## config.mk

```make
export PLATFORM = sky130hd
export DESIGN_NAME = accr_bank
export DESIGN_NICKNAME = d
export VERILOG_FILES = /design/src/accr_pkg.sv /design/src/accr_bank.sv /design/src/accr_word_reg.sv
export VERILOG_INCLUDE_DIRS = /design/src
export SDC_FILE = /design/constraint.sdc
export NUM_CORES = 1
export LEC_CHECK = 0
export ABC_AREA = 1
export BUFFER_PORTS_ARGS = -buffer_cell sky130_fd_sc_hd__buf_2
export CORE_MARGIN = 1
export CORE_UTILIZATION = 38
export CTS_BUF_LIST = sky130_fd_sc_hd__clkbuf_8
export CTS_CLUSTER_DIAMETER = 120
export CTS_CLUSTER_SIZE = 10
export DETAILED_ROUTE_END_ITERATION = 10
export MAX_ROUTING_LAYER = met4
export PLACE_DENSITY = 0.65
export SKIP_LAST_GASP = 1
export SYNTH_ARGS = -nofsm -noshare
export SYNTH_HDL_FRONTEND = slang
export SYNTH_SLANG_ARGS = --single-unit
```

## constraint.sdc

```tcl
create_clock -name clk -period 2 [get_ports clk]
set_input_delay 0.2 -clock clk [delete_from_list [all_inputs] [get_ports clk]]
set_output_delay 0.2 -clock clk [all_outputs]
set_load 0.01 [all_outputs]
```

## src/accr_regs.svh

```systemverilog
// register offsets, field positions and reset values for the channel cal bank
`ifndef ACCR_REGS_SVH
`define ACCR_REGS_SVH

// printed offsets are word indexes; byte address is four times the index
`define ACCR_IDX_CHAN2_INPUT_CONFIG        8'h13
`define ACCR_IDX_CH2_OFS_HI     8'h14
`define ACCR_IDX_CH2_OFS_LO     8'h15
`define ACCR_IDX_CH2_GAIN_HI    8'h16
`define ACCR_IDX_CH2_GAIN_LO    8'h17
`define ACCR_IDX_CHAN3_INPUT_CONFIG        8'h18
`define ACCR_IDX_CH3_OFS_HI     8'h19

// configuration register fields
`define ACCR_CFG_SEL_LSB        0
`define ACCR_CFG_SEL_MSB        1
`define ACCR_CFG_RSVW_BIT       2
`define ACCR_CFG_RO_LSB         3
`define ACCR_CFG_RO_MSB         5
`define ACCR_CFG_RSVH_LSB       6
`define ACCR_CFG_RSVH_MSB       15

// low calibration words carry data in the upper byte only
`define ACCR_LO_DATA_LSB        8
`define ACCR_LO_DATA_MSB        15

// reset values
`define ACCR_RST_CFG            16'h0000
`define ACCR_RST_OFS_HI         16'h0000
`define ACCR_RST_OFS_LO         16'h0000
`define ACCR_RST_GAIN_HI        16'h8000
`define ACCR_RST_GAIN_LO        16'h0000

`endif

```

## src/accr_pkg.sv

```systemverilog
// types shared by the channel calibration register bank
`default_nettype none
package accr_pkg;

  // input selector codes
  typedef enum logic [1:0] {
    ACCR_SEL_NORMAL  = 2'h0,
    ACCR_SEL_SHORTED = 2'h1,
    ACCR_SEL_TEST_P  = 2'h2,
    ACCR_SEL_TEST_N  = 2'h3
  } accr_sel_type;

  // decoded input routing for one channel
  typedef struct packed {
    logic pins_connect;
    logic inputs_short;
    logic test_pos;
    logic test_neg;
  } accr_route_type;

  // calibration values of one channel
  typedef struct packed {
    logic [23:0] offset;
    logic [23:0] gain;
  } accr_cal_type;

endpackage : accr_pkg
`default_nettype wire

```

## src/accr_bank.sv

```systemverilog
// apb register bank for channel 2/3 input selection and channel 2 calibration
//
// Operation
// - decode channel 2 selector into four routings
// - decode channel 3 selector, reset normal pins
// - config bits 5:3 always read zero
// - offset upper bits fill high offset word
// - offset low byte in bits 15:8
// - gain is 24-bit unsigned, split hi/lo
// - gain high resets 8000h, others zero
`include "accr_regs.svh"
`default_nettype none
module accr_bank (
  input  wire logic                    clk,
  input  wire logic                    srst,
  input  wire logic                    psel,
  input  wire logic                    penable,
  input  wire logic                    pwrite,
  input  wire logic [11:0]             paddr,
  input  wire logic [31:0]             pwdata,
  input  wire logic [3:0]              pstrb,
  output logic      [31:0]             prdata,
  output logic                         pready,
  output logic                         pslverr,
  output accr_pkg::accr_route_type     chan2_route,
  output accr_pkg::accr_route_type     chan3_route,
  output accr_pkg::accr_cal_type       chan2_cal,
  output logic      [15:0]             chan3_offset_upper_bits
);

  // ********************************************************
  // bus decode
  // ********************************************************

  localparam logic [15:0] CFG_MASK = 16'hffc7; // bits 5:3 fixed
  localparam logic [15:0] LO_MASK  = 16'hff00; // bits 7:0 fixed
  localparam int          NREG     = 7;

  logic              setup_phase;
  logic              access_q;
  logic              wr_go;
  logic              rd_go;
  logic [9:0]        word_idx;
  logic              aligned;
  logic [NREG-1:0]   hit;
  logic              mapped;
  logic [15:0]       wdata16;
  logic              lanes_ok;

  // zero-wait slave: answer comes in the first access cycle
  assign setup_phase = psel && !penable;
  assign wr_go       = access_q && pwrite && mapped && lanes_ok;
  assign rd_go       = setup_phase && !pwrite;
  assign word_idx    = paddr[11:2];
  assign aligned     = (paddr[1:0] == 2'h0);
  assign wdata16     = pwdata[15:0];
  // partial writes would tear a 16-bit word, so both low lanes are required
  assign lanes_ok    = (pstrb[1:0] == 2'h3);

  // index compare used for every register
  function automatic logic idx_is(input logic [9:0] idx, input logic [7:0] target);
    idx_is = (idx == {2'h0, target});
  endfunction : idx_is

  assign hit[0] = aligned && idx_is(word_idx, `ACCR_IDX_CHAN2_INPUT_CONFIG);
  assign hit[1] = aligned && idx_is(word_idx, `ACCR_IDX_CH2_OFS_HI);
  assign hit[2] = aligned && idx_is(word_idx, `ACCR_IDX_CH2_OFS_LO);
  assign hit[3] = aligned && idx_is(word_idx, `ACCR_IDX_CH2_GAIN_HI);
  assign hit[4] = aligned && idx_is(word_idx, `ACCR_IDX_CH2_GAIN_LO);
  assign hit[5] = aligned && idx_is(word_idx, `ACCR_IDX_CHAN3_INPUT_CONFIG);
  assign hit[6] = aligned && idx_is(word_idx, `ACCR_IDX_CH3_OFS_HI);
  assign mapped = |hit;

  // tracks the access phase so each write lands exactly once
  always_ff @(posedge clk) begin
    if (srst) begin
      access_q <= 1'b0;
    end else begin
      access_q <= setup_phase;
    end
  end

  // ********************************************************
  // storage
  // ********************************************************

  logic [15:0] word_val [NREG];

  // reserved writable bits are stored as written; host keeps them zero
  accr_word_reg #(.RESET_VAL(`ACCR_RST_CFG), .WR_MASK(CFG_MASK)) u_chan2_input_config (
    .clk(clk), .srst(srst), .wr_en(wr_go && hit[0]), .wr_data(wdata16), .value(word_val[0]));
  accr_word_reg #(.RESET_VAL(`ACCR_RST_OFS_HI), .WR_MASK(16'hffff)) u_ch2_ofs_hi (
    .clk(clk), .srst(srst), .wr_en(wr_go && hit[1]), .wr_data(wdata16), .value(word_val[1]));
  accr_word_reg #(.RESET_VAL(`ACCR_RST_OFS_LO), .WR_MASK(LO_MASK)) u_ch2_ofs_lo (
    .clk(clk), .srst(srst), .wr_en(wr_go && hit[2]), .wr_data(wdata16), .value(word_val[2]));
  accr_word_reg #(.RESET_VAL(`ACCR_RST_GAIN_HI), .WR_MASK(16'hffff)) u_ch2_gain_hi (
    .clk(clk), .srst(srst), .wr_en(wr_go && hit[3]), .wr_data(wdata16), .value(word_val[3]));
  accr_word_reg #(.RESET_VAL(`ACCR_RST_GAIN_LO), .WR_MASK(LO_MASK)) u_ch2_gain_lo (
    .clk(clk), .srst(srst), .wr_en(wr_go && hit[4]), .wr_data(wdata16), .value(word_val[4]));
  accr_word_reg #(.RESET_VAL(`ACCR_RST_CFG), .WR_MASK(CFG_MASK)) u_chan3_input_config (
    .clk(clk), .srst(srst), .wr_en(wr_go && hit[5]), .wr_data(wdata16), .value(word_val[5]));
  accr_word_reg #(.RESET_VAL(`ACCR_RST_OFS_HI), .WR_MASK(16'hffff)) u_ch3_ofs_hi (
    .clk(clk), .srst(srst), .wr_en(wr_go && hit[6]), .wr_data(wdata16), .value(word_val[6]));

  // ********************************************************
  // read path
  // ********************************************************

  logic [15:0] rd_mux;
  logic [31:0] prdata_q;
  logic        pready_q;
  logic        pslverr_q;

  // one-hot select; upper half of the bus word reads zero
  always_comb begin
    rd_mux = 16'h0000;
    for (int i = 0; i < NREG; i++) begin
      if (hit[i]) begin
        rd_mux = rd_mux | word_val[i];
      end
    end
  end

  // response registered in setup so pready is high in the first access cycle
  always_ff @(posedge clk) begin
    if (srst) begin
      prdata_q  <= 32'h0000_0000;
      pready_q  <= 1'b0;
      pslverr_q <= 1'b0;
    end else begin
      prdata_q  <= rd_go ? {16'h0000, rd_mux} : 32'h0000_0000;
      pready_q  <= setup_phase;
      pslverr_q <= setup_phase && (!mapped || (pwrite && !lanes_ok));
    end
  end

  assign prdata  = prdata_q;
  assign pready  = pready_q;
  assign pslverr = pslverr_q;

  // ********************************************************
  // decoded outputs
  // ********************************************************

  function automatic accr_pkg::accr_route_type decode_sel(input logic [1:0] sel);
    accr_pkg::accr_route_type r;
    r = '0;
    case (accr_pkg::accr_sel_type'(sel))
      accr_pkg::ACCR_SEL_NORMAL:  r.pins_connect = 1'b1;
      accr_pkg::ACCR_SEL_SHORTED: r.inputs_short = 1'b1;
      accr_pkg::ACCR_SEL_TEST_P:  r.test_pos     = 1'b1;
      accr_pkg::ACCR_SEL_TEST_N:  r.test_neg     = 1'b1;
      default:                    r.pins_connect = 1'b1;
    endcase
    return r;
  endfunction : decode_sel

  logic [1:0]                chan2_input_select;
  logic [1:0]                chan3_input_select;
  logic [15:0]               chan2_offset_upper_bits;
  logic [7:0]                chan2_offset_lower_bits;
  logic [15:0]               chan2_gain_upper_bits;
  logic [7:0]                chan2_gain_lower_bits;
  accr_pkg::accr_route_type  route2_q;
  accr_pkg::accr_route_type  route3_q;
  accr_pkg::accr_cal_type    cal2_q;
  logic [15:0]               ofs3_q;

  assign chan2_input_select      = word_val[0][`ACCR_CFG_SEL_MSB:`ACCR_CFG_SEL_LSB];
  assign chan3_input_select      = word_val[5][`ACCR_CFG_SEL_MSB:`ACCR_CFG_SEL_LSB];
  assign chan2_offset_upper_bits = word_val[1];
  assign chan2_offset_lower_bits = word_val[2][`ACCR_LO_DATA_MSB:`ACCR_LO_DATA_LSB];
  assign chan2_gain_upper_bits   = word_val[3];
  assign chan2_gain_lower_bits   = word_val[4][`ACCR_LO_DATA_MSB:`ACCR_LO_DATA_LSB];

  // outputs are flopped so routing switches cleanly one cycle after the write
  always_ff @(posedge clk) begin
    if (srst) begin
      route2_q <= 4'h8;
      route3_q <= 4'h8;
      cal2_q   <= {24'h00_0000, 24'h80_0000};
      ofs3_q   <= 16'h0000;
    end else begin
      route2_q <= decode_sel(chan2_input_select);
      route3_q <= decode_sel(chan3_input_select);
      cal2_q   <= {chan2_offset_upper_bits, chan2_offset_lower_bits,
                   chan2_gain_upper_bits, chan2_gain_lower_bits};
      ofs3_q   <= word_val[6];
    end
  end

  assign chan2_route             = route2_q;
  assign chan3_route             = route3_q;
  assign chan2_cal               = cal2_q;
  assign chan3_offset_upper_bits = ofs3_q;
endmodule : accr_bank
`default_nettype wire

```

## src/accr_word_reg.sv

```systemverilog
// one 16-bit storage word with write mask and registered read data
`default_nettype none
module accr_word_reg #(
  parameter logic [15:0] RESET_VAL = 16'h0000,
  parameter logic [15:0] WR_MASK   = 16'hffff
) (
  input  wire logic        clk,
  input  wire logic        srst,
  input  wire logic        wr_en,
  input  wire logic [15:0] wr_data,
  output logic      [15:0] value
);

  logic [15:0] value_q;
  logic [15:0] value_d;

  // masked bits keep their fixed value whatever is written
  assign value_d = wr_en ? ((wr_data & WR_MASK) | (RESET_VAL & ~WR_MASK)) : value_q;
  assign value   = value_q;

  // storage flop
  always_ff @(posedge clk) begin
    if (srst) begin
      value_q <= RESET_VAL;
    end else begin
      value_q <= value_d;
    end
  end

endmodule : accr_word_reg
`default_nettype wire
```

[Word-level counts from Yosys, hierarchy flattened]
Index checks and enable logic that the tools add are counted.
Cells by class
  reductions and logical operators: 31
  eq/ne operators: 14
  bitwise operators: 7
  multiplexer cells: 15
Operators with widths (count)
  $mux W16: 7
  $or A16 B16 Y16: 6
  $eq A10 B5 Y1 const B: 7
  $logic_and A1 B1 Y1: 21
  $eq A2 B2 Y1 const B: 5
  $mux W1: 8
  $reduce_or A7 Y1: 1
  $logic_not A2 Y1: 3
  $eq A2 B1 Y1 const B: 2
  $logic_not A1 Y1: 4
  $reduce_or A2 Y1: 1
  $logic_or A1 B1 Y1: 1
  $not A1 Y1: 1
Word-level totals
  register bits after elaboration: 196
  logic and storage cells: 89
  output and inout bits: 106
  bits of input ports: 53

[Longest topological paths before layout]
  word-level depth: 15
  gate-level depth with buffers: 13
  mapped depth without buffers: 12

[By module]
Synthesis repeated with hierarchy kept, for this count alone.
Unflattened totals
  cell total of the unflattened synthesis: 1170
  area, all modules: 7997.7 µm²
By module, submodules not included
  accr_bank: times used 1, seq. area each 1801.7 µm², cells an instance 574, area an instance 4026.4 µm²
  accr_word_reg at u_ch2_ofs_hi ...: times used 2, seq. area each 320.3 µm², cells an instance 101, area an instance 670.6 µm²
  accr_word_reg at u_chan2_input_config ...: times used 2, seq. area each 260.2 µm², cells an instance 87, area an instance 575.6 µm²
  accr_word_reg at u_ch2_gain_lo ...: times used 2, seq. area each 160.2 µm², cells an instance 60, area an instance 405.4 µm²
  accr_word_reg at u_ch2_gain_hi: times used 1, seq. area each 320.3 µm², cells an instance 100, area an instance 668.1 µm²

[Worst setup path after synthesis]
OpenSTA, ideal clock, no wires.
  path kind: register -> register
  start point: reg, netlist name pready
  end point: reg u_ch2_gain_hi.value_q[0], in the netlist u_ch2_gain_hi.value[0]
  cell stages (with the launch flop): 8
  data required time: 1.890 ns
  slack: 0.476 ns
  clock period less this slack: 1.524 ns
  data arrival time: 1.414 ns
  cell sequence: dfxtp_1 nand4_1 clkinv_1 clkbuf_1 clkbuf_1 nand4_1 nand2_1 nor2_1
RTL lines
  end signal, assigned: line accr_word_reg.sv:26  | value_q <= value_d;
  end, declared: line accr_word_reg.sv:14  | logic [15:0] value_q;

[Worst setup path after layout]
  start point: in pwrite
  end point: reg u_ch2_gain_lo.value_q[12], in the netlist u_ch2_gain_lo.value[12]
On the way
  longest elaborated chain between the ends: 4
RTL lines
  start, declared: line accr_bank.sv:18  | input wire logic pwrite,
  $logic_and A1 B1 Y1 (3 in series): line accr_bank.sv:52  | assign wr_go = access_q && pwrite && mapped && lanes_ok;
  $logic_and A1 B1 Y1: line accr_bank.sv:99  | .clk(clk), .srst(srst), .wr_en(wr_go && hit[4]), .wr_data(wdata16), .value(word_val[4]));
  end signal, assigned: line accr_word_reg.sv:26
  end, declared: line accr_word_reg.sv:14
No other way between the ends.
A chain may end at the register's enable or synchronous reset.

==> summary.md <==
| Metric | Value |
|---|---|
| Pwr dens | `791 nW/µm²` |
| Crit-path max FO | `16` |
| Worst Setup Start Kind | `input pin` |
| Met2 Resource Use GR | `30.5%` |
| Avg WL per Cell | `14.2 µm` |
| PortBufs | `124` |
| Post-synth top area share | `52.4%` |
| Post-CTS Setup Bufs | `0` |
| Initial DRC count | `510` |
| Peak VDD IR | `0.598 mV` |
| Synth Area in XOR/XNOR | `0%` |
| DRC | `0` |
| Top post-synthesis cells by area | `dfxtp_1, nor2_1, inv_1, nand2_1, nand4_1` |
| Placeable Area | `17500 µm²` |
| Final worst path period need | `1750 ps` |
| Setup crit end kind | `flop` |
| Fin crit share | `87.3%` |
| Chip height | `137 µm` |
| DRT Wirelength | `17800 µm` |
| Post-synth EDFFs | `0` |
| Most used routing layer | `met2` |
| Total Nets Final | `1066` |
| Synth area leader | `dfxtp_1` |
| RSZ-0062 raised after global routing | `no` |
| First-pass GRT wire length | `28300 µm` |
| Main combinational cell family by area after synthesis | `simple AND/OR/NAND/NOR gates` |
| Avg Cell Area, Syn | `7.70 µm²` |
| Seq cells post-synth | `180` |
| Setup CP Type | `in2reg` |
| Grt met3 use | `5.30%` |
| CTS tree | `yes` |
| Most common cell in the netlist | `dfxtp_1` |
| Initial antenna violation count | `0` |
| Post-synthesis mux area share | `0%` |
| Largest net degree at the start of global routing | `99` |
| Mapped cell area | `6880 µm²` |
| Synth Flop Type | `dfxtp_1` |
| DR vias | `5801` |
| Detailed Place HPWL | `12000 µm` |
| Clock Sink Count | `180` |
| Cts repair resizes | `0` |
| Setup Skew | `9.89 ps` |
| H-tree Lvls | `4` |
| Post-synthesis simple-gate area fraction | `22.2%` |
| Sequential element share of the synthesized area | `52.4%` |
| Clk slew on worst S/H paths | `90 ps` |
| Worst-Skew Late Latency | `470 ps` |
| Post-Place Cells | `1217` |
| Final Max Tran Viols | `0` |
| CTS Buf Count | `17` |
| Initial core utilization | `39.4%` |
| Cell Count, Final, Fillers Out | `1251` |
| CTS max path bufs | `2` |
| Hold WC Path Type | `in2reg` |
| Compound-gate portion of the synthesized area | `11.1%` |
| YS warnings | `0` |
| WP data arrival | `2080 ps` |
| Vias in the first global route | `5328` |
| Total GRT Usage | `20.7%` |
| Layout cells sized above 1 | `19.5%` |
| Leak pwr | `3.75 nW` |
| Final-report hold violation count | `0` |
| Number of library cell types mapped by synthesis | `27` |
| Status | `complete, no violations` |
| Setup TNS | `0 ps` |
| Synth-to-Final Area Change | `18.4%` |
| Final antenna-violating net count | `0` |
| Ant. Diodes | `0` |
| Synth async-reset ratio | `0%` |
| Root Driver | `clkbuf_8` |
| # IOs | `159` |
| Fmax achieved | `573 MHz` |
| Commonest cells post-synth | `dfxtp_1, nor2_1, inv_1` |
| Critical Path RT | `2340 ps` |
| Met1 Resource Use GR | `27.5%` |
| Total gr overflow | `0` |
| R2R Setup Slk | `320 ps` |
| Pre-antenna DRT Iters | `5` |
| Hold Buf Count CTS | `2` |
| Die W | `137 µm` |
| Max_cap viols | `0` |
| Mapped Cells | `893` |
| Slew margin rel. | `55.1%` |
| Vias per std cell | `4.64` |
| Die area | `18600 µm²` |
| Tightest Pin Transition | `673 ps` |
| Adder-cell share of the synthesized area | `0%` |
| Row cnt | `48` |
| Finish-stage setup viols | `0` |
| Routability cong. | `0.853` |
-- final timing paths --
check                                                           from                                    to  cells after the start
worst max-delay path                                          pwrite  u_ch2_gain_lo.value[12]$_SDFFE_PP0P_                      8
worst min-delay path                                         penable                    pslverr$_SDFF_PP0_                      4
worst max register to register                     pready$_SDFF_PP0_  u_ch2_gain_lo.value[12]$_SDFFE_PP0P_                      6
worst min register to register  u_ch2_gain_hi.value[12]$_SDFFE_PP0P_              chan2_cal[20]$_SDFF_PP0_                      2
-- layout make-up --
class                           count  area, µm²
Clock buffer                       18        248
Inverter                          172        646
Clock inverter                     14        176
Tap cell                          225        282
Timing Repair Buffer              147        836
Fill cell                        1741       9330
Sequential cell                   180       3600
Multi-Input combinational cell    495       2350
-- sequential cells by signal (all words and copies together) (netlist names) --
register                    flops
chan3_route                     4
chan3_offset_upper_bits        16
u_ch2_gain_hi.value            16
u_chan3_input_config.value     13
pslverr                         1
u_chan2_input_config.value     13
chan2_route                     4
u_ch3_ofs_hi.value             16
u_ch2_ofs_lo.value              8
chan2_cal                      48
u_ch2_ofs_hi.value             16
pready                          1
u_ch2_gain_lo.value             8
prdata                         16
-- per-layer routing --
layer,part of all wire [%],up-vias
met5,0,-
met4,1.9,0
met1,48,2566
met2,43,215
li1,-,2997
met3,6.7,23
-- worst max-delay path, cell delays in order --
cell,delay [ps]
dlygate4sd3_1,550
buf_2,140
nand4_1,120
clkinv_1,370
nand2_1,180
inv_1,220
o21ai_0,230
a21oi_1,60
-- report_power, final --
part | internal (mW) | leakage, nW | total (mW) | switching [mW]
logic | 0.0608 | 2.09 | 0.220 | 0.159
clock network | 1.28 | 0.216 | 2.64 | 1.35
registers | 3.58 | 1.45 | 3.58 | 0.000663
total | 4.93 | 3.75 | 6.44 | 1.51
-- metrics by stage --
stage | util [%] | worst slack [ps] | total power, mW | cell area, µm² | hold slack, ps
floorplan | - | 476 | 3.81 | 6940 | 347
global placement | 44.1 | 222 | 3.88 | 7700 | 432
detailed placement | 44.1 | 190 | 3.88 | 7700 | 431
CTS | 46.6 | 318 | 6.48 | 8140 | 2.50
global route | 46.6 | 135 | 6.68 | 8140 | 17.6
finish | 46.6 | 254 | 6.44 | 8140 | 28.1
-- cells in the final DEF (no fill, tap or decap), types with 2 or more instances in the layout --
master,count
nand2_4,2
inv_1,164
nor2_2,6
dlygate4sd3_1,2
inv_6,4
a211oi_1,29
o221ai_1,4
bufinv_16,3
clkbuf_8,18
nand2_2,3
buf_4,18
o21ai_0,28
nand4_1,40
clkinv_4,4
nand3_1,5
buf_2,124
nand3_2,4
o22ai_1,33
buf_12,3
a21oi_1,33
clkinv_1,3
dfxtp_1,180
nand2_1,102
nor2_1,179
inv_2,6
conb_1,16
nor3_1,8
-- cells by family after synthesis --
logic type	Yosys count
buffers and inverters	233
AO/OA/AOI/OAI	127
AND/OR/NAND/NOR	352
other	1
flip-flops	180
No activity file was read; power rests on OpenSTA's default activity.
